===== src/hw/mcuex_pkg.sv =====
/*
 Shared constants and carrier types of the execute core.
 Assumes instructions arrive already decoded, with their operand values read.
*/
package mcuex_pkg;

   // --------------------------------------------------------------------
   // Register offsets in I/O space and reset values
   // --------------------------------------------------------------------
   localparam logic [5:0] STATUS_FLAGS_OFS = 6'h3f;
   localparam logic [5:0] SP_HIGH_OFS      = 6'h3e;
   localparam logic [5:0] SP_LOW_OFS       = 6'h3d;
   localparam logic [5:0] BIT_IO_LAST      = 6'h1f;
   localparam logic [7:0] STATUS_RESET     = 8'h00;
   localparam logic [9:0] SP_RESET         = 10'h000;

   // --------------------------------------------------------------------
   // Status flag positions
   // --------------------------------------------------------------------
   localparam int FLAG_I = 7;
   localparam int FLAG_H = 5;
   localparam int FLAG_S = 4;
   localparam int FLAG_V = 3;
   localparam int FLAG_N = 2;
   localparam int FLAG_Z = 1;
   localparam int FLAG_C = 0;

   // --------------------------------------------------------------------
   // Extra cycles beyond the first
   // --------------------------------------------------------------------
   localparam logic [1:0] EXTRA_TWO   = 2'h1;
   localparam logic [1:0] EXTRA_THREE = 2'h2;

   // --------------------------------------------------------------------
   // Types
   // --------------------------------------------------------------------
   typedef enum logic [4:0] {
      OP_ADD, OP_ADD_CARRY, OP_MINUS, OP_MINUS_CARRY, OP_AND, OP_OR, OP_XOR,
      OP_CLEAR_MASK, OP_WORD_ADD, OP_WORD_MINUS, OP_REL_JUMP, OP_IND_JUMP,
      OP_REL_CALL, OP_PTR_CALL, OP_CALL_EXIT, OP_IRQ_EXIT, OP_CMP_SKIP_EQ,
      OP_CMP, OP_CMP_CARRY, OP_SKIP_REG_LOW, OP_SKIP_REG_HIGH, OP_SKIP_IO_LOW,
      OP_SKIP_IO_HIGH, OP_BR_FLAG_SET, OP_BR_FLAG_CLEAR, OP_IO_SET, OP_IO_CLEAR,
      OP_OTHER
   } mcuex_op_type;

   typedef struct packed {
      mcuex_op_type op;
      logic         use_imm;
      logic [7:0]   rd_val;
      logic [7:0]   rr_val;
      logic [7:0]   rd_hi_val;
      logic [7:0]   imm;
      logic [2:0]   bit_sel;
      logic [2:0]   flag_sel;
      logic [11:0]  offset;
      logic [5:0]   io_addr;
      logic [7:0]   io_val;
      logic [15:0]  z_ptr;
      logic         next_long;
   } mcuex_instr_type;

   typedef struct packed {
      logic        we;
      logic        word;
      logic [15:0] data;
   } mcuex_res_type;

   typedef struct packed {
      logic [5:0] addr;
      logic       we;
      logic [7:0] wdata;
      logic [7:0] wmask;
   } mcuex_io_type;

   typedef struct packed {
      logic       we;
      logic       re;
      logic [9:0] addr;
      logic [7:0] wdata;
   } mcuex_mem_type;

endpackage


===== src/hw/mcuex_core.sv =====
/*
 Execute core: arithmetic, logic, compare, jump, call, return, skip,
 branch and I/O bit instructions, plus status flags and stack pointer.
 Assumes decoded instructions with operand values, a stack memory with
 one cycle read latency and an I/O space that honours a per-bit write mask.
*/
// What this block does
// - Add with carry stores Rd+Rr+C, updates Z C N V H, one cycle.
// - Word add/minus on a register pair, updates Z C N V S, two cycles.
// - Minus with carry stores Rd-K-C, updates Z C N V H, one cycle.
// - AND, OR, XOR update only Z N V; carry kept; one cycle.
// - Clear mask ANDs with complement of K; set mask ORs with K.
// - Relative jump to PC+k+1, indirect jump to Z; two cycles, no flags.
// - Calls take three cycles, returns take four.
// - Compare-skip-equal skips next instruction when equal; 1, 2 or 3 cycles.
// - Compares compute the difference without storing; update Z N V C H.
// - Register bit skips skip when the bit is clear or set.
// - I/O bit skips skip when the I/O bit is clear or set.
// - Flag branches load PC+k+1 when taken; 1 cycle or 2.
// - Signed branches decide on N xor V.
// - Unsigned same-or-higher and lower branches test carry clear or set.
// - Interrupt-state branches test the global interrupt enable flag.
// - I/O bit set and clear force one bit; two cycles, no flags.
// - Bit operations on I/O work only at addresses 0x00 to 0x1F.
// - A bit set or clear writes only the addressed bit.
// - Write-one-to-clear neighbours see zero during bit writes.
`timescale 1ns/1ps
module mcuex_core #(
   parameter int PC_W = 12
) (
   input  logic                       clk_i,
   input  logic                       resetn_i,
   input  logic                       instr_valid_i,
   input  mcuex_pkg::mcuex_instr_type instr_i,
   input  logic [7:0]                 mem_rdata_i,
   input  logic [5:0]                 sfr_addr_i,
   input  logic                       sfr_we_i,
   input  logic [7:0]                 sfr_wdata_i,
   output logic                       ready_o,
   output logic [PC_W-1:0]            pc_o,
   output mcuex_pkg::mcuex_res_type   res_o,
   output mcuex_pkg::mcuex_io_type    io_o,
   output mcuex_pkg::mcuex_mem_type   mem_o,
   output logic [7:0]                 status_o,
   output logic [7:0]                 sfr_rdata_o
);

   // ---------------------------------------------------------------------
   // Declarations
   // ---------------------------------------------------------------------
   typedef enum logic [2:0] {
      S_RUN, S_WAIT, S_PUSH_HI, S_POP_LO, S_POP_CAP_HI, S_POP_CAP_LO
   } mcuex_state_type;

   mcuex_state_type              state_q;
   logic                         ready_q;
   logic [1:0]                   cnt_q;
   logic [PC_W-1:0]              pc_q;
   logic [15:0]                  ret_q;
   logic [9:0]                   sp_q;
   logic [7:0]                   status_q;
   mcuex_pkg::mcuex_res_type     res_q;
   mcuex_pkg::mcuex_io_type      io_q;
   mcuex_pkg::mcuex_mem_type     mem_q;
   logic [7:0]                   sfr_rdata_q;

   mcuex_pkg::mcuex_instr_type   ins;
   logic                         accept;
   logic [7:0]                   a;
   logic [7:0]                   b;
   logic [7:0]                   r;
   logic [8:0]                   add9;
   logic [8:0]                   sub9;
   logic [15:0]                  wres;
   logic [7:0]                   flg_d;
   logic                         wr_en;
   logic                         wide;
   logic                         set_nz;
   logic                         keep_z;
   logic                         skip;
   logic                         taken;
   logic                         bit_io;
   logic                         call_req;
   logic                         ret_req;
   logic [1:0]                   extra;
   logic [PC_W-1:0]              pc_inc;
   logic [PC_W-1:0]              pc_rel;
   logic [PC_W-1:0]              pc_n;

   assign ins    = instr_i;
   assign accept = instr_valid_i & ready_q;
   assign pc_inc = pc_q + PC_W'(1);
   assign pc_rel = pc_inc + PC_W'(ins.offset);
   assign bit_io = ins.io_addr <= mcuex_pkg::BIT_IO_LAST;

   // ---------------------------------------------------------------------
   // Execute
   // ---------------------------------------------------------------------
   always_comb begin
      a        = ins.rd_val;
      b        = ins.use_imm ? ins.imm : ins.rr_val;
      add9     = {1'b0, a} + {1'b0, b} + {8'h00, status_q[mcuex_pkg::FLAG_C] & (ins.op == mcuex_pkg::OP_ADD_CARRY)};
      sub9     = {1'b0, a} - {1'b0, b} - {8'h00, status_q[mcuex_pkg::FLAG_C] &
                 (ins.op == mcuex_pkg::OP_MINUS_CARRY || ins.op == mcuex_pkg::OP_CMP_CARRY)};
      r        = 8'h00;
      wres     = 16'h0000;
      flg_d    = status_q;
      wr_en    = 1'b0;
      wide     = 1'b0;
      set_nz   = 1'b0;
      keep_z   = 1'b0;
      skip     = 1'b0;
      taken    = 1'b0;
      call_req = 1'b0;
      ret_req  = 1'b0;
      extra    = 2'h0;
      pc_n     = pc_inc;
      case (ins.op)
         mcuex_pkg::OP_ADD, mcuex_pkg::OP_ADD_CARRY: begin
            r      = add9[7:0];
            wr_en  = 1'b1;
            set_nz = 1'b1;
            flg_d[mcuex_pkg::FLAG_H] = a[3] & b[3] | b[3] & ~r[3] | ~r[3] & a[3];
            flg_d[mcuex_pkg::FLAG_V] = a[7] & b[7] & ~r[7] | ~a[7] & ~b[7] & r[7];
            flg_d[mcuex_pkg::FLAG_C] = add9[8];
         end
         mcuex_pkg::OP_MINUS, mcuex_pkg::OP_MINUS_CARRY, mcuex_pkg::OP_CMP, mcuex_pkg::OP_CMP_CARRY: begin
            r      = sub9[7:0];
            wr_en  = ins.op == mcuex_pkg::OP_MINUS || ins.op == mcuex_pkg::OP_MINUS_CARRY;
            set_nz = 1'b1;
            keep_z = ins.op == mcuex_pkg::OP_MINUS_CARRY || ins.op == mcuex_pkg::OP_CMP_CARRY;
            flg_d[mcuex_pkg::FLAG_H] = ~a[3] & b[3] | b[3] & r[3] | r[3] & ~a[3];
            flg_d[mcuex_pkg::FLAG_V] = a[7] & ~b[7] & ~r[7] | ~a[7] & b[7] & r[7];
            flg_d[mcuex_pkg::FLAG_C] = sub9[8];
         end
         mcuex_pkg::OP_AND, mcuex_pkg::OP_OR, mcuex_pkg::OP_XOR, mcuex_pkg::OP_CLEAR_MASK: begin
            if (ins.op == mcuex_pkg::OP_AND) begin
               r = a & b;
            end else if (ins.op == mcuex_pkg::OP_OR) begin
               r = a | b;
            end else if (ins.op == mcuex_pkg::OP_XOR) begin
               r = a ^ b;
            end else begin
               r = a & ~ins.imm;
            end
            wr_en  = 1'b1;
            set_nz = 1'b1;
            flg_d[mcuex_pkg::FLAG_V] = 1'b0;
         end
         mcuex_pkg::OP_WORD_ADD, mcuex_pkg::OP_WORD_MINUS: begin
            if (ins.op == mcuex_pkg::OP_WORD_ADD) begin
               wres = {ins.rd_hi_val, a} + {10'h000, ins.imm[5:0]};
               flg_d[mcuex_pkg::FLAG_V] = ~ins.rd_hi_val[7] & wres[15];
               flg_d[mcuex_pkg::FLAG_C] = ins.rd_hi_val[7] & ~wres[15];
            end else begin
               wres = {ins.rd_hi_val, a} - {10'h000, ins.imm[5:0]};
               flg_d[mcuex_pkg::FLAG_V] = ins.rd_hi_val[7] & ~wres[15];
               flg_d[mcuex_pkg::FLAG_C] = ~ins.rd_hi_val[7] & wres[15];
            end
            wr_en = 1'b1;
            wide  = 1'b1;
            extra = mcuex_pkg::EXTRA_TWO;
            flg_d[mcuex_pkg::FLAG_N] = wres[15];
            flg_d[mcuex_pkg::FLAG_Z] = wres == 16'h0000;
            flg_d[mcuex_pkg::FLAG_S] = wres[15] ^ flg_d[mcuex_pkg::FLAG_V];
         end
         mcuex_pkg::OP_REL_JUMP, mcuex_pkg::OP_IND_JUMP: begin
            pc_n  = ins.op == mcuex_pkg::OP_REL_JUMP ? pc_rel : PC_W'(ins.z_ptr);
            extra = mcuex_pkg::EXTRA_TWO;
         end
         mcuex_pkg::OP_REL_CALL, mcuex_pkg::OP_PTR_CALL: begin
            pc_n     = ins.op == mcuex_pkg::OP_REL_CALL ? pc_rel : PC_W'(ins.z_ptr);
            call_req = 1'b1;
         end
         mcuex_pkg::OP_CALL_EXIT, mcuex_pkg::OP_IRQ_EXIT: begin
            ret_req = 1'b1;
            if (ins.op == mcuex_pkg::OP_IRQ_EXIT) begin
               flg_d[mcuex_pkg::FLAG_I] = 1'b1;
            end
         end
         mcuex_pkg::OP_CMP_SKIP_EQ:   skip = a == ins.rr_val;
         mcuex_pkg::OP_SKIP_REG_LOW:  skip = ~ins.rr_val[ins.bit_sel];
         mcuex_pkg::OP_SKIP_REG_HIGH: skip = ins.rr_val[ins.bit_sel];
         mcuex_pkg::OP_SKIP_IO_LOW:   skip = bit_io & ~ins.io_val[ins.bit_sel];
         mcuex_pkg::OP_SKIP_IO_HIGH:  skip = bit_io & ins.io_val[ins.bit_sel];
         mcuex_pkg::OP_BR_FLAG_SET, mcuex_pkg::OP_BR_FLAG_CLEAR: begin
            // Carry selects same-or-higher and lower; the I flag selects the interrupt-state tests.
            taken = status_q[ins.flag_sel];
            if (int'(ins.flag_sel) == mcuex_pkg::FLAG_S) begin
               taken = status_q[mcuex_pkg::FLAG_N] ^ status_q[mcuex_pkg::FLAG_V];
            end
            if (ins.op == mcuex_pkg::OP_BR_FLAG_CLEAR) begin
               taken = ~taken;
            end
            if (taken) begin
               pc_n  = pc_rel;
               extra = mcuex_pkg::EXTRA_TWO;
            end
         end
         mcuex_pkg::OP_IO_SET, mcuex_pkg::OP_IO_CLEAR: extra = mcuex_pkg::EXTRA_TWO;
         default: pc_n = pc_inc;
      endcase
      if (skip) begin
         pc_n  = ins.next_long ? pc_inc + PC_W'(2) : pc_inc + PC_W'(1);
         extra = ins.next_long ? mcuex_pkg::EXTRA_THREE : mcuex_pkg::EXTRA_TWO;
      end
      if (set_nz) begin
         flg_d[mcuex_pkg::FLAG_N] = r[7];
         flg_d[mcuex_pkg::FLAG_Z] = (r == 8'h00) & (~keep_z | status_q[mcuex_pkg::FLAG_Z]);
      end
      if (!wide) begin
         wres = {8'h00, r};
      end
   end

   // ---------------------------------------------------------------------
   // Sequencing
   // ---------------------------------------------------------------------
   always_ff @(posedge clk_i or negedge resetn_i) begin
      if (!resetn_i) begin
         state_q <= S_RUN;
         ready_q <= 1'b1;
         cnt_q   <= 2'h0;
      end else begin
         case (state_q)
            S_RUN: begin
               if (accept && call_req) begin
                  state_q <= S_PUSH_HI;
                  ready_q <= 1'b0;
               end else if (accept && ret_req) begin
                  state_q <= S_POP_LO;
                  ready_q <= 1'b0;
               end else if (accept && extra != 2'h0) begin
                  state_q <= S_WAIT;
                  cnt_q   <= extra - 2'h1;
                  ready_q <= 1'b0;
               end
            end
            S_PUSH_HI: begin
               state_q <= S_WAIT;
               cnt_q   <= 2'h0;
            end
            S_POP_LO:     state_q <= S_POP_CAP_HI;
            S_POP_CAP_HI: state_q <= S_POP_CAP_LO;
            S_POP_CAP_LO: begin
               state_q <= S_RUN;
               ready_q <= 1'b1;
            end
            S_WAIT: begin
               if (cnt_q == 2'h0) begin
                  state_q <= S_RUN;
                  ready_q <= 1'b1;
               end else begin
                  cnt_q <= cnt_q - 2'h1;
               end
            end
            default: begin
               state_q <= S_RUN;
               ready_q <= 1'b1;
            end
         endcase
      end
   end

   // ---------------------------------------------------------------------
   // Program counter and return address
   // ---------------------------------------------------------------------
   always_ff @(posedge clk_i or negedge resetn_i) begin
      if (!resetn_i) begin
         pc_q  <= '0;
         ret_q <= 16'h0000;
      end else if (accept) begin
         pc_q  <= pc_n;
         ret_q <= 16'(pc_inc);
      end else if (state_q == S_POP_CAP_HI) begin
         ret_q[15:8] <= mem_rdata_i;
      end else if (state_q == S_POP_CAP_LO) begin
         pc_q <= PC_W'({ret_q[15:8], mem_rdata_i});
      end
   end

   // ---------------------------------------------------------------------
   // Stack pointer and stack memory
   // ---------------------------------------------------------------------
   always_ff @(posedge clk_i or negedge resetn_i) begin
      if (!resetn_i) begin
         sp_q <= mcuex_pkg::SP_RESET;
      end else if (sfr_we_i && sfr_addr_i == mcuex_pkg::SP_HIGH_OFS) begin
         sp_q[9:8] <= sfr_wdata_i[1:0];
      end else if (sfr_we_i && sfr_addr_i == mcuex_pkg::SP_LOW_OFS) begin
         sp_q[7:0] <= sfr_wdata_i;
      end else if ((accept && call_req) || state_q == S_PUSH_HI) begin
         sp_q <= sp_q - 10'h001;
      end else if ((accept && ret_req) || state_q == S_POP_LO) begin
         sp_q <= sp_q + 10'h001;
      end
   end

   always_ff @(posedge clk_i or negedge resetn_i) begin
      if (!resetn_i) begin
         mem_q <= '0;
      end else begin
         mem_q <= '0;
         if (accept && call_req) begin
            mem_q.we    <= 1'b1;
            mem_q.addr  <= sp_q;
            mem_q.wdata <= pc_inc[7:0];
         end else if (state_q == S_PUSH_HI) begin
            mem_q.we    <= 1'b1;
            mem_q.addr  <= sp_q;
            mem_q.wdata <= ret_q[15:8];
         end else if ((accept && ret_req) || state_q == S_POP_LO) begin
            mem_q.re   <= 1'b1;
            mem_q.addr <= sp_q + 10'h001;
         end
      end
   end

   // ---------------------------------------------------------------------
   // Status flags and results
   // ---------------------------------------------------------------------
   always_ff @(posedge clk_i or negedge resetn_i) begin
      if (!resetn_i) begin
         status_q <= mcuex_pkg::STATUS_RESET;
      end else if (sfr_we_i && sfr_addr_i == mcuex_pkg::STATUS_FLAGS_OFS) begin
         status_q <= sfr_wdata_i;
      end else if (accept) begin
         status_q <= flg_d;
      end
   end

   always_ff @(posedge clk_i or negedge resetn_i) begin
      if (!resetn_i) begin
         res_q <= '0;
      end else begin
         res_q.we   <= accept & wr_en;
         res_q.word <= wide;
         res_q.data <= wres;
      end
   end

   // ---------------------------------------------------------------------
   // I/O bit writes
   // ---------------------------------------------------------------------
   // Only the addressed bit is in the mask and every other data bit is zero,
   // so write-one-to-clear flags beside it are never cleared by accident.
   always_ff @(posedge clk_i or negedge resetn_i) begin
      if (!resetn_i) begin
         io_q <= '0;
      end else begin
         io_q.we    <= accept & bit_io & (ins.op == mcuex_pkg::OP_IO_SET || ins.op == mcuex_pkg::OP_IO_CLEAR);
         io_q.addr  <= ins.io_addr;
         io_q.wmask <= 8'h01 << ins.bit_sel;
         io_q.wdata <= ins.op == mcuex_pkg::OP_IO_SET ? 8'h01 << ins.bit_sel : 8'h00;
      end
   end

   always_ff @(posedge clk_i or negedge resetn_i) begin
      if (!resetn_i) begin
         sfr_rdata_q <= 8'h00;
      end else begin
         case (sfr_addr_i)
            mcuex_pkg::STATUS_FLAGS_OFS: sfr_rdata_q <= status_q;
            mcuex_pkg::SP_HIGH_OFS:      sfr_rdata_q <= {6'h00, sp_q[9:8]};
            mcuex_pkg::SP_LOW_OFS:       sfr_rdata_q <= sp_q[7:0];
            default:                     sfr_rdata_q <= 8'h00;
         endcase
      end
   end

   assign ready_o     = ready_q;
   assign pc_o        = pc_q;
   assign res_o       = res_q;
   assign io_o        = io_q;
   assign mem_o       = mem_q;
   assign status_o    = status_q;
   assign sfr_rdata_o = sfr_rdata_q;
endmodule // mcuex_core


===== config.mk =====
export PLATFORM = sky130hd
export DESIGN_NAME = mcuex_core
export DESIGN_NICKNAME = d
export VERILOG_FILES = /design/src/hw/mcuex_pkg.sv /design/src/hw/mcuex_core.sv
export SDC_FILE = /design/constraint.sdc
export NUM_CORES = 1
export LEC_CHECK = 0
export ABC_AREA = 1
export BUFFER_PORTS_ARGS = -buffer_cell sky130_fd_sc_hd__buf_4
export CELL_PAD_IN_SITES_DETAIL_PLACEMENT = 1
export CELL_PAD_IN_SITES_GLOBAL_PLACEMENT = 1
export CORE_AREA = 3 3 188 190
export DETAILED_ROUTE_END_ITERATION = 8
export DIE_AREA = 0 0 191 193
export GPL_ROUTABILITY_DRIVEN = 0
export PLACE_DENSITY = 0.66
export SETUP_SLACK_MARGIN = 0.4
export SKIP_LAST_GASP = 1
export SYNTH_ARGS = -nofsm -noshare
export SYNTH_HDL_FRONTEND = slang
export SYNTH_SLANG_ARGS = --single-unit

===== constraint.sdc =====
create_clock -name clk_i -period 5.2 [get_ports clk_i]
set_clock_uncertainty 0.15 [all_clocks]
set_input_delay 0.26 -clock clk_i [delete_from_list [all_inputs] [get_ports clk_i]]
set_output_delay 0.26 -clock clk_i [all_outputs]
set_load 0.1 [all_outputs]

==> results of run 1 <==
==> Yosys cell counts, types with 16 or more instances <==
library cell               instances
sky130_fd_sc_hd__nand2_1         461
sky130_fd_sc_hd__inv_1           193
sky130_fd_sc_hd__nand3_1         144
sky130_fd_sc_hd__nor2_1          142
sky130_fd_sc_hd__dfrtp_1         112
sky130_fd_sc_hd__a21oi_1          71
sky130_fd_sc_hd__o21ai_0          69
sky130_fd_sc_hd__ha_1             64
sky130_fd_sc_hd__nor3_1           33
sky130_fd_sc_hd__xor2_1           29
sky130_fd_sc_hd__nand4_1          25
sky130_fd_sc_hd__o211ai_1         18
sky130_fd_sc_hd__xnor2_1          17
sky130_fd_sc_hd__inv_2            16
==> worst reg2reg max path, stage by stage, from the launching register on <==
cell                       delay (ns)
sky130_fd_sc_hd__dfrtp_1         0.50
sky130_fd_sc_hd__ha_1            0.26
sky130_fd_sc_hd__nand3_2         0.16
sky130_fd_sc_hd__nor2_2          0.20
sky130_fd_sc_hd__nand2_1         0.10
sky130_fd_sc_hd__o21ai_1         0.60
sky130_fd_sc_hd__inv_1           0.23
sky130_fd_sc_hd__ha_1            0.39
sky130_fd_sc_hd__inv_1           0.11
sky130_fd_sc_hd__o21bai_1        0.09
sky130_fd_sc_hd__a31oi_1         0.16
sky130_fd_sc_hd__nand3_1         0.10
sky130_fd_sc_hd__or2_2           0.28
sky130_fd_sc_hd__nand3_1         0.08
sky130_fd_sc_hd__nand2_1         0.07
sky130_fd_sc_hd__nor2_1          0.16
sky130_fd_sc_hd__o21ai_1         0.08
==> sequential cells by signal (all words and copies together), names as in the netlist <==
name         flops
io_o            23
mem_o           20
res_o           18
pc_o            12
sp_q            10
ret_q            8
sfr_rdata_o      8
status_o         8
state_q          3
cnt_q            2
ready_o          1
==> logic make-up (layout without fill, tap and decap cells) <==
| logic type | Yosys count | in the layout |
|---|---|---|
| AOI/OAI and AO/OA | 208 | 208 |
| and+or+nand+nor | 856 | 856 |
| muxes | 1 | 1 |
| other | 0 | 1 |
| xor gates and xnor gates | 47 | 47 |
| adders and majority gates | 72 | 72 |
| buffers and inverters | 248 | 463 |
| DFF | 113 | 113 |
==> path summary, 6_finish.rpt <==
path,startpoint,to,cells past startpoint
min,instr_i[60],res_o[11]$_DFF_PN0_,3
min in group asynchronous,resetn_i,sp_q[3]$_DFFE_PN0P_,2
min reg2reg,ret_q[13]$_DFFE_PN0P_,ret_q[13]$_DFFE_PN0P_,2
max,instr_i[85],status_o[1]$_DFFE_PN0P_,20
max in group asynchronous,resetn_i,mem_o[3]$_DFF_PN0_,3
max reg2reg,pc_o[0]$_DFFE_PN0P_,pc_o[9]$_DFFE_PN0P_,16
==> timing repair <==
action	in CTS	in global routing
hold buffers	16	0
gates resized for setup	0	0
setup endpoints to repair	0	0
hold endpoints to repair	86	0
==> stage by stage <==
step | utilization | area, um^2 | hold WS [ns] | cells
global placement | 0.3575 | 12020 | 0.2203 | 2160
floorplan | - | 10150 | -0.1856 | 1545
finish | 0.3811 | 12810 | 0.02437 | 2209
global route | 0.3811 | 12810 | 0.03545 | 2209
detailed placement | 0.3575 | 12020 | 0.2217 | 2160
CTS | 0.3810 | 12810 | 0.007116 | 2208
==> routing by layer <==
metal	vias to the layer above	global-route usage	wire length, um
met4	0	0.05165	614
met1	5306	0.2968	19270
met3	32	0.02007	1479
li1	5388	-	-
met2	243	0.3733	19200
met5	-	0	0
==> power breakdown <==
| part | internal (uW) | switching, uW | leakage [uW] |
|---|---|---|---|
| Clock | 817 | 431 | 0.000293 |
| Sequential | 1040 | 225 | 0.00148 |
| Combinational | 850 | 2110 | 0.00497 |
==> area by class of cell <==
class,count,area [um^2]
diodes,1,2.502
clock buffers,20,446.7
clock inverters,12,181.4
fillers,4348,20810
inverters,213,799.5
multi-input cells,1184,6314
flip-flops and latches,113,2829
well taps,448,560.5
repair buffers,218,1677
==> metrics.txt, run 1 <==
# TYPE chip_impl_metric gauge
chip_impl_metric{name="setup_viol",unit=""} 0
chip_impl_metric{name="vdd.ir_drop.worst",unit="uV"} 258.4
chip_impl_metric{name="syn-num-nets",unit=""} 1730
chip_impl_metric{name="critPathRequiredTime",unit="ns"} 5.40
chip_impl_metric{name="antenna_found_initial",unit=""} 1
chip_impl_metric{name="fp.dieArea",unit="mm^2"} 0.03686
chip_impl_metric{name="setup_ws",unit="ns"} 1.130
chip_impl_metric{name="post_synth_and_or_nand_nor_area_fraction",unit=""} 0.3665
chip_impl_info{name="yosysTopAreaCell",value="sky130_fd_sc_hd__dfrtp_1"} 1
chip_impl_metric{name="clkTransAtPathRegs",unit="ns"} 0.06
chip_impl_metric{name="worst-r2r-setup-slack",unit="ns"} 1.36
chip_impl_metric{name="port-buffer-count",unit=""} 198
chip_impl_metric{name="post_route_cells_drive_above_1_share",unit=""} 0.1670
chip_impl_metric{name="detail_route.drc_violations",unit=""} 0
chip_impl_info{name="worstSetupStartpointType",value="input pin"} 1
chip_impl_info{name="hp-class",value="in -> reg"} 1
chip_impl_info{name="crit_slowest_cell",value="sky130_fd_sc_hd__dlygate4sd3_1"} 1
chip_impl_metric{name="portion_of_netlist_area_occupied_by_mux_cells",unit=""} 0.001110
chip_impl_info{name="setup.worst_path.end_class",value="flip-flop"} 1
chip_impl_metric{name="max_cap_violations",unit=""} 0
chip_impl_metric{name="numnets_final",unit=""} 1932
chip_impl_metric{name="totalWireLength",unit="um"} 40560
chip_impl_metric{name="synthXorXnorAreaFrac",unit=""} 0.04242
chip_impl_metric{name="grt_max_degree",unit=""} 66
chip_impl_info{name="ys.flop_type",value="sky130_fd_sc_hd__dfrtp_1"} 1
chip_impl_metric{name="synth_warn",unit=""} 0
chip_impl_metric{name="worst_ep_arrival_time",unit="ns"} 4.27
chip_impl_metric{name="cts_max_level",unit=""} 4
chip_impl_metric{name="drt_pass1_iterations",unit=""} 5
chip_impl_metric{name="clockBufferDepth",unit=""} 2
chip_impl_metric{name="synth_edf_count",unit=""} 0
chip_impl_info{name="tritoncts",value="done"} 1
chip_impl_metric{name="post_cts.repair.setup_buffers",unit=""} 0
chip_impl_metric{name="first_global_vias",unit=""} 11210
chip_impl_metric{name="synth_seq_cells",unit=""} 113
chip_impl_metric{name="yosysUniqueCellTypes",unit=""} 51
chip_impl_metric{name="hold_viol_final",unit=""} 0
chip_impl_metric{name="core_area",unit="mm^2"} 0.03362
chip_impl_metric{name="place_worst_setup_slack",unit="ns"} 1.372
chip_impl_metric{name="row_count",unit=""} 67
chip_impl_metric{name="cell_leakage_power",unit="uW"} 0.006736
chip_impl_metric{name="avgRoutedWirePerCell",unit="um"} 18.36
chip_impl_info{name="layout_common_cells",value="sky130_fd_sc_hd__nand2_1 (461), sky130_fd_sc_hd__buf_4 (202), sky130_fd_sc_hd__inv_1 (193)"} 1
chip_impl_info{name="root_buffer",value="sky130_fd_sc_hd__clkbuf_16"} 1
chip_impl_metric{name="via_per_inst",unit=""} 4.966
chip_impl_metric{name="final_max_slew_viol_count",unit=""} 0
chip_impl_metric{name="clock_insertion_delay_worst_skew",unit="ns"} 0.41
chip_impl_info{name="path_cells",value="dlygate4sd3_1 -> buf_4 -> nor2_1 -> nand2_1 -> inv_1 -> nand3_1 -> fa_1 -> fa_1 -> inv_1 -> nand3_1 -> nand2_1 -> xor2_1 -> nor2_1 -> nor2_1 -> nand3_1 -> nor2_1 -> nand4_1 -> nand3_1 -> nand2_1 -> nand2_1"} 1
chip_impl_metric{name="cts_sinks",unit=""} 113
chip_impl_metric{name="total_power",unit="uW"} 5477
chip_impl_metric{name="yosysTopAreaCellShare",unit=""} 0.2762
chip_impl_metric{name="fraction_of_synthesis_flops_using_an_asynchronous_set_or_reset_pin",unit=""} 1.000
chip_impl_info{name="setup_repair_after_global_routing_missed_its_margin",value="false"} 1
chip_impl_metric{name="timing.critical_path.fanout_max",unit=""} 6
chip_impl_metric{name="synthesized_area_fraction_occupied_by_adder_cells",unit=""} 0.09471
chip_impl_metric{name="post_synth.cell_area_avg",unit="um^2"} 6.567
chip_impl_metric{name="synth_seq_area_share",unit=""} 0.2788
chip_impl_metric{name="power-per-cell-area",unit="mW/mm^2"} 427.6
chip_impl_info{name="crit_family",value="simple AND/OR/NAND/NOR gates"} 1
chip_impl_metric{name="delay_contributed_by_the_slowest_stage_of_the_critical_path",unit="ns"} 0.57
chip_impl_metric{name="timing.fmax",unit="MHz"} 245.7
chip_impl_metric{name="slew_headroom",unit=""} 0.3317
chip_impl_metric{name="drt-initial-drc-count",unit=""} 628
chip_impl_metric{name="synth_compound_gate_area_share",unit=""} 0.1175
chip_impl_info{name="synth_top_cells_by_area",value="sky130_fd_sc_hd__dfrtp_1 (28%), sky130_fd_sc_hd__nand2_1 (17%), sky130_fd_sc_hd__ha_1 (7.9%), sky130_fd_sc_hd__inv_1 (7.1%), sky130_fd_sc_hd__nand3_1 (7.1%)"} 1
chip_impl_metric{name="initial_core_util",unit=""} 0.3018
chip_impl_info{name="dominant_combinational_cell_family_by_area_after_synthesis",value="simple AND/OR/NAND/NOR gates"} 1
chip_impl_metric{name="cts_made_buffers",unit=""} 17
chip_impl_metric{name="place_hpwl",unit="um"} 32950
chip_impl_metric{name="grt_use_total",unit=""} 0.2173
chip_impl_info{name="layout.cells.most_common",value="sky130_fd_sc_hd__nand2_1"} 1
chip_impl_metric{name="finalSetupTns",unit="ns"} 0
chip_impl_metric{name="min_period_over_period",unit=""} 0.7828
chip_impl_metric{name="ioPinCount",unit=""} 203
chip_impl_metric{name="mappedNetlistArea",unit="mm^2"} 0.01015
chip_impl_metric{name="floorplan.die.width",unit="um"} 191
chip_impl_metric{name="postSynthCellCount",unit=""} 1545
chip_impl_metric{name="globalRoute.totalOverflow",unit=""} 0
chip_impl_metric{name="critical_path.n_buffers_inverters",unit=""} 4
chip_impl_info{name="outcome",value="completed"} 1
chip_impl_metric{name="final_antenna_net_count",unit=""} 0
chip_impl_metric{name="worst-slew-pin-transition",unit="ns"} 0.9987
chip_impl_metric{name="area_delta_synth_final",unit="%"} 26.25
chip_impl_metric{name="grt_pass1_wl",unit="um"} 62600
chip_impl_info{name="path_class",value="in -> reg"} 1
chip_impl_metric{name="layout_min_cycle_time",unit="ns"} 4.070
chip_impl_metric{name="die_height",unit="um"} 193
chip_impl_metric{name="vias",unit=""} 10970
Note: power is estimated with default switching activity, not from simulation.
==> run 2, diff against run 1 <==
- PLACE_DENSITY: 0.66 -> 0.69
- clock period: 5.2 -> 3.65 ns (I/O delays scaled with it)
==> metrics.txt, run 2 (synthesis results as in run 1) <==
# TYPE chip_impl_metric gauge
chip_impl_metric{name="post_route_cells_drive_above_1_share",unit=""} 0.1910
chip_impl_info{name="layout.cells.most_common",value="sky130_fd_sc_hd__nand2_1"} 1
chip_impl_metric{name="clock_insertion_delay_worst_skew",unit="ns"} 0.42
chip_impl_metric{name="final_antenna_net_count",unit=""} 0
chip_impl_info{name="setup.worst_path.end_class",value="flip-flop"} 1
chip_impl_metric{name="worst_ep_arrival_time",unit="ns"} 3.25
chip_impl_metric{name="first_global_vias",unit=""} 11490
chip_impl_metric{name="layout.filler_cells",unit=""} 4327
chip_impl_metric{name="avgRoutedWirePerCell",unit="um"} 18.40
chip_impl_metric{name="power-per-cell-area",unit="mW/mm^2"} 617.3
chip_impl_metric{name="fp.dieArea",unit="mm^2"} 0.03686
chip_impl_info{name="worstSetupStartpointType",value="flip-flop"} 1
chip_impl_metric{name="detail_route.drc_violations",unit=""} 0
chip_impl_metric{name="min_period_over_period",unit=""} 0.8468
chip_impl_info{name="setup_repair_after_global_routing_missed_its_margin",value="true"} 1
chip_impl_metric{name="max_cap_violations",unit=""} 0
chip_impl_metric{name="numPlacedInstances",unit=""} 2184
chip_impl_info{name="hp-class",value="in -> reg"} 1
chip_impl_metric{name="place_worst_setup_slack",unit="ns"} 0.06511
chip_impl_metric{name="critical_path.n_buffers_inverters",unit=""} 1
chip_impl_metric{name="ioPinCount",unit=""} 203
chip_impl_info{name="timing.critical_path.mode_cell",value="sky130_fd_sc_hd__nand2_1"} 1
chip_impl_metric{name="cts_sinks",unit=""} 113
chip_impl_metric{name="initial_core_util",unit=""} 0.3018
chip_impl_metric{name="total_power",unit="uW"} 8230
chip_impl_metric{name="grt_max_degree",unit=""} 69
chip_impl_metric{name="final_max_slew_viol_count",unit=""} 0
chip_impl_metric{name="slew_headroom",unit=""} 0.3666
chip_impl_metric{name="clkTransAtPathRegs",unit="ns"} 0.06
chip_impl_info{name="path_class",value="reg -> reg"} 1
chip_impl_metric{name="row_count",unit=""} 67
chip_impl_metric{name="totalWireLength",unit="um"} 41410
chip_impl_metric{name="setup_viol",unit=""} 0
chip_impl_metric{name="place_hpwl",unit="um"} 33390
chip_impl_metric{name="area_delta_synth_final",unit="%"} 31.41
chip_impl_metric{name="worst-slew-pin-transition",unit="ns"} 0.9501
chip_impl_metric{name="floorplan.die.width",unit="um"} 191
chip_impl_metric{name="antenna_found_initial",unit=""} 1
chip_impl_metric{name="placement.cell_area",unit="mm^2"} 0.01222
chip_impl_metric{name="hold_viol_final",unit=""} 0
chip_impl_metric{name="via_per_inst",unit=""} 5.010
chip_impl_metric{name="worst-r2r-setup-slack",unit="ns"} 0.56
chip_impl_metric{name="globalRoute.totalOverflow",unit=""} 0
chip_impl_metric{name="fin_area",unit="mm^2"} 0.01333
chip_impl_metric{name="drt_pass1_iterations",unit=""} 5
chip_impl_metric{name="numnets_final",unit=""} 1974
chip_impl_metric{name="post_layout_nonfiller_instances",unit=""} 2251
chip_impl_metric{name="delay_contributed_by_the_slowest_stage_of_the_critical_path",unit="ns"} 0.52
chip_impl_metric{name="grt_use_total",unit=""} 0.2205
chip_impl_metric{name="timing.fmax",unit="MHz"} 323.5
chip_impl_info{name="outcome",value="completed"} 1
chip_impl_metric{name="cts_made_buffers",unit=""} 17
chip_impl_metric{name="largest_reg_flops",unit=""} 23
chip_impl_info{name="tritoncts",value="done"} 1
chip_impl_metric{name="cell_leakage_power",unit="uW"} 0.006974
chip_impl_metric{name="grt_pass1_wl",unit="um"} 63850
chip_impl_info{name="path_cells",value="ha_2 -> nand3_4 -> nor2_4 -> or2_2 -> and2_2 -> ha_4 -> nand2_1 -> nand2_1 -> inv_1 -> o21ai_0 -> nand2_1 -> nand4_1 -> nand3b_1 -> nand3_1 -> nand2_1 -> nand2_1 -> nand3_1 -> nand2_1 -> nand2_1"} 1
chip_impl_metric{name="die_height",unit="um"} 193
chip_impl_metric{name="timing.critical_path.fanout_max",unit=""} 5
chip_impl_info{name="crit_family",value="simple AND/OR/NAND/NOR gates"} 1
chip_impl_info{name="root_buffer",value="sky130_fd_sc_hd__clkbuf_16"} 1
chip_impl_metric{name="clockBufferDepth",unit=""} 2
chip_impl_metric{name="vias",unit=""} 11280
chip_impl_info{name="crit_slowest_cell",value="sky130_fd_sc_hd__dfrtp_4"} 1
chip_impl_metric{name="setup_ws",unit="ns"} 0.5591
chip_impl_metric{name="port-buffer-count",unit=""} 198
chip_impl_metric{name="drt-initial-drc-count",unit=""} 720
chip_impl_metric{name="layout_min_cycle_time",unit="ns"} 3.091
chip_impl_metric{name="finalSetupTns",unit="ns"} 0
chip_impl_metric{name="core_area",unit="mm^2"} 0.03362
chip_impl_metric{name="vdd.ir_drop.worst",unit="uV"} 381.5
chip_impl_metric{name="critPathRequiredTime",unit="ns"} 3.81
chip_impl_info{name="layout_common_cells",value="sky130_fd_sc_hd__nand2_1 (460), sky130_fd_sc_hd__buf_4 (228), sky130_fd_sc_hd__inv_1 (191)"} 1
chip_impl_metric{name="cts_max_level",unit=""} 4
-- run 2: cell count changes in the layout (fill, tap and decap cells not counted), moves of 3 or more --
cell,delta
sky130_fd_sc_hd__ha_1,-4
sky130_fd_sc_hd__dlygate4sd3_1,+16
sky130_fd_sc_hd__nor2_1,-3
sky130_fd_sc_hd__buf_4,+26
sky130_fd_sc_hd__dfrtp_1,-7
sky130_fd_sc_hd__dfrtp_2,+5
-- run 2: worst reg2reg max path: cells and delay by family (launching register included) --
family	cells	cell delay [ns]
AO/OA/AOI/OAI	1	0.10
buffers and inverters	1	0.05
flip-flops	1	0.52
adder cells (fa/ha/maj)	2	0.49
AND/OR/NAND/NOR	15	1.68
-- run 2: area by class of cell --
type / count / area, um^2 / area share
clock buffers: 21 / 470.5 / 0.03529
flip-flops and latches: 113 / 2843 / 0.2132
inverters: 213 / 803.3 / 0.06025
clock inverters: 10 / 206.4 / 0.01548
multi-input cells: 1184 / 6412 / 0.4809
well taps: 448 / 560.5 / 0.04204
repair buffers: 260 / 2032 / 0.1524
diodes: 2 / 5.005 / 0.0003754
-- run 2: where the power goes --
group          switching, uW  internal (uW)
logic                   3100           1380
registers                328           1500
clock network            595           1330
-- run 2: timing repair --
item	in CTS	in global routing
setup endpoints to repair	0	10
hold buffers	32	0
gates resized for setup	0	21
hold endpoints to repair	114	0
setup buffers	0	2
-- run 2: worst paths after layout --
| path | from | to | cells past startpoint |
|---|---|---|---|
| min in group asynchronous | resetn_i | pc_o[9]$_DFFE_PN0P_ | 2 |
| min | mem_rdata_i[7] | ret_q[15]$_DFFE_PN0P_ | 5 |
| min reg2reg | ret_q[15]$_DFFE_PN0P_ | ret_q[15]$_DFFE_PN0P_ | 2 |
| max in group asynchronous | resetn_i | ready_o$_DFFE_PN1P_ | 3 |
| max | pc_o[0]$_DFFE_PN0P_ | pc_o[11]$_DFFE_PN0P_ | 19 |
| max reg2reg | pc_o[0]$_DFFE_PN0P_ | pc_o[11]$_DFFE_PN0P_ | 19 |
-- run 2: per-layer routing --
metal  part of all wire  GRT usage
met3              0.042    0.02640
met4              0.019    0.05814
met1               0.46     0.2977
met2               0.48     0.3756
met5                  0          0
-- run 2: through the flow --
step | utilization | hold WS (ns)
after global placement | 0.3634 | 0.1428
after global routing | 0.3965 | 0.03078
after detailed placement | 0.3634 | 0.1438
after CTS | 0.3930 | 0.001938
final | 0.3966 | 0.003035
after floorplan | - | -0.2631
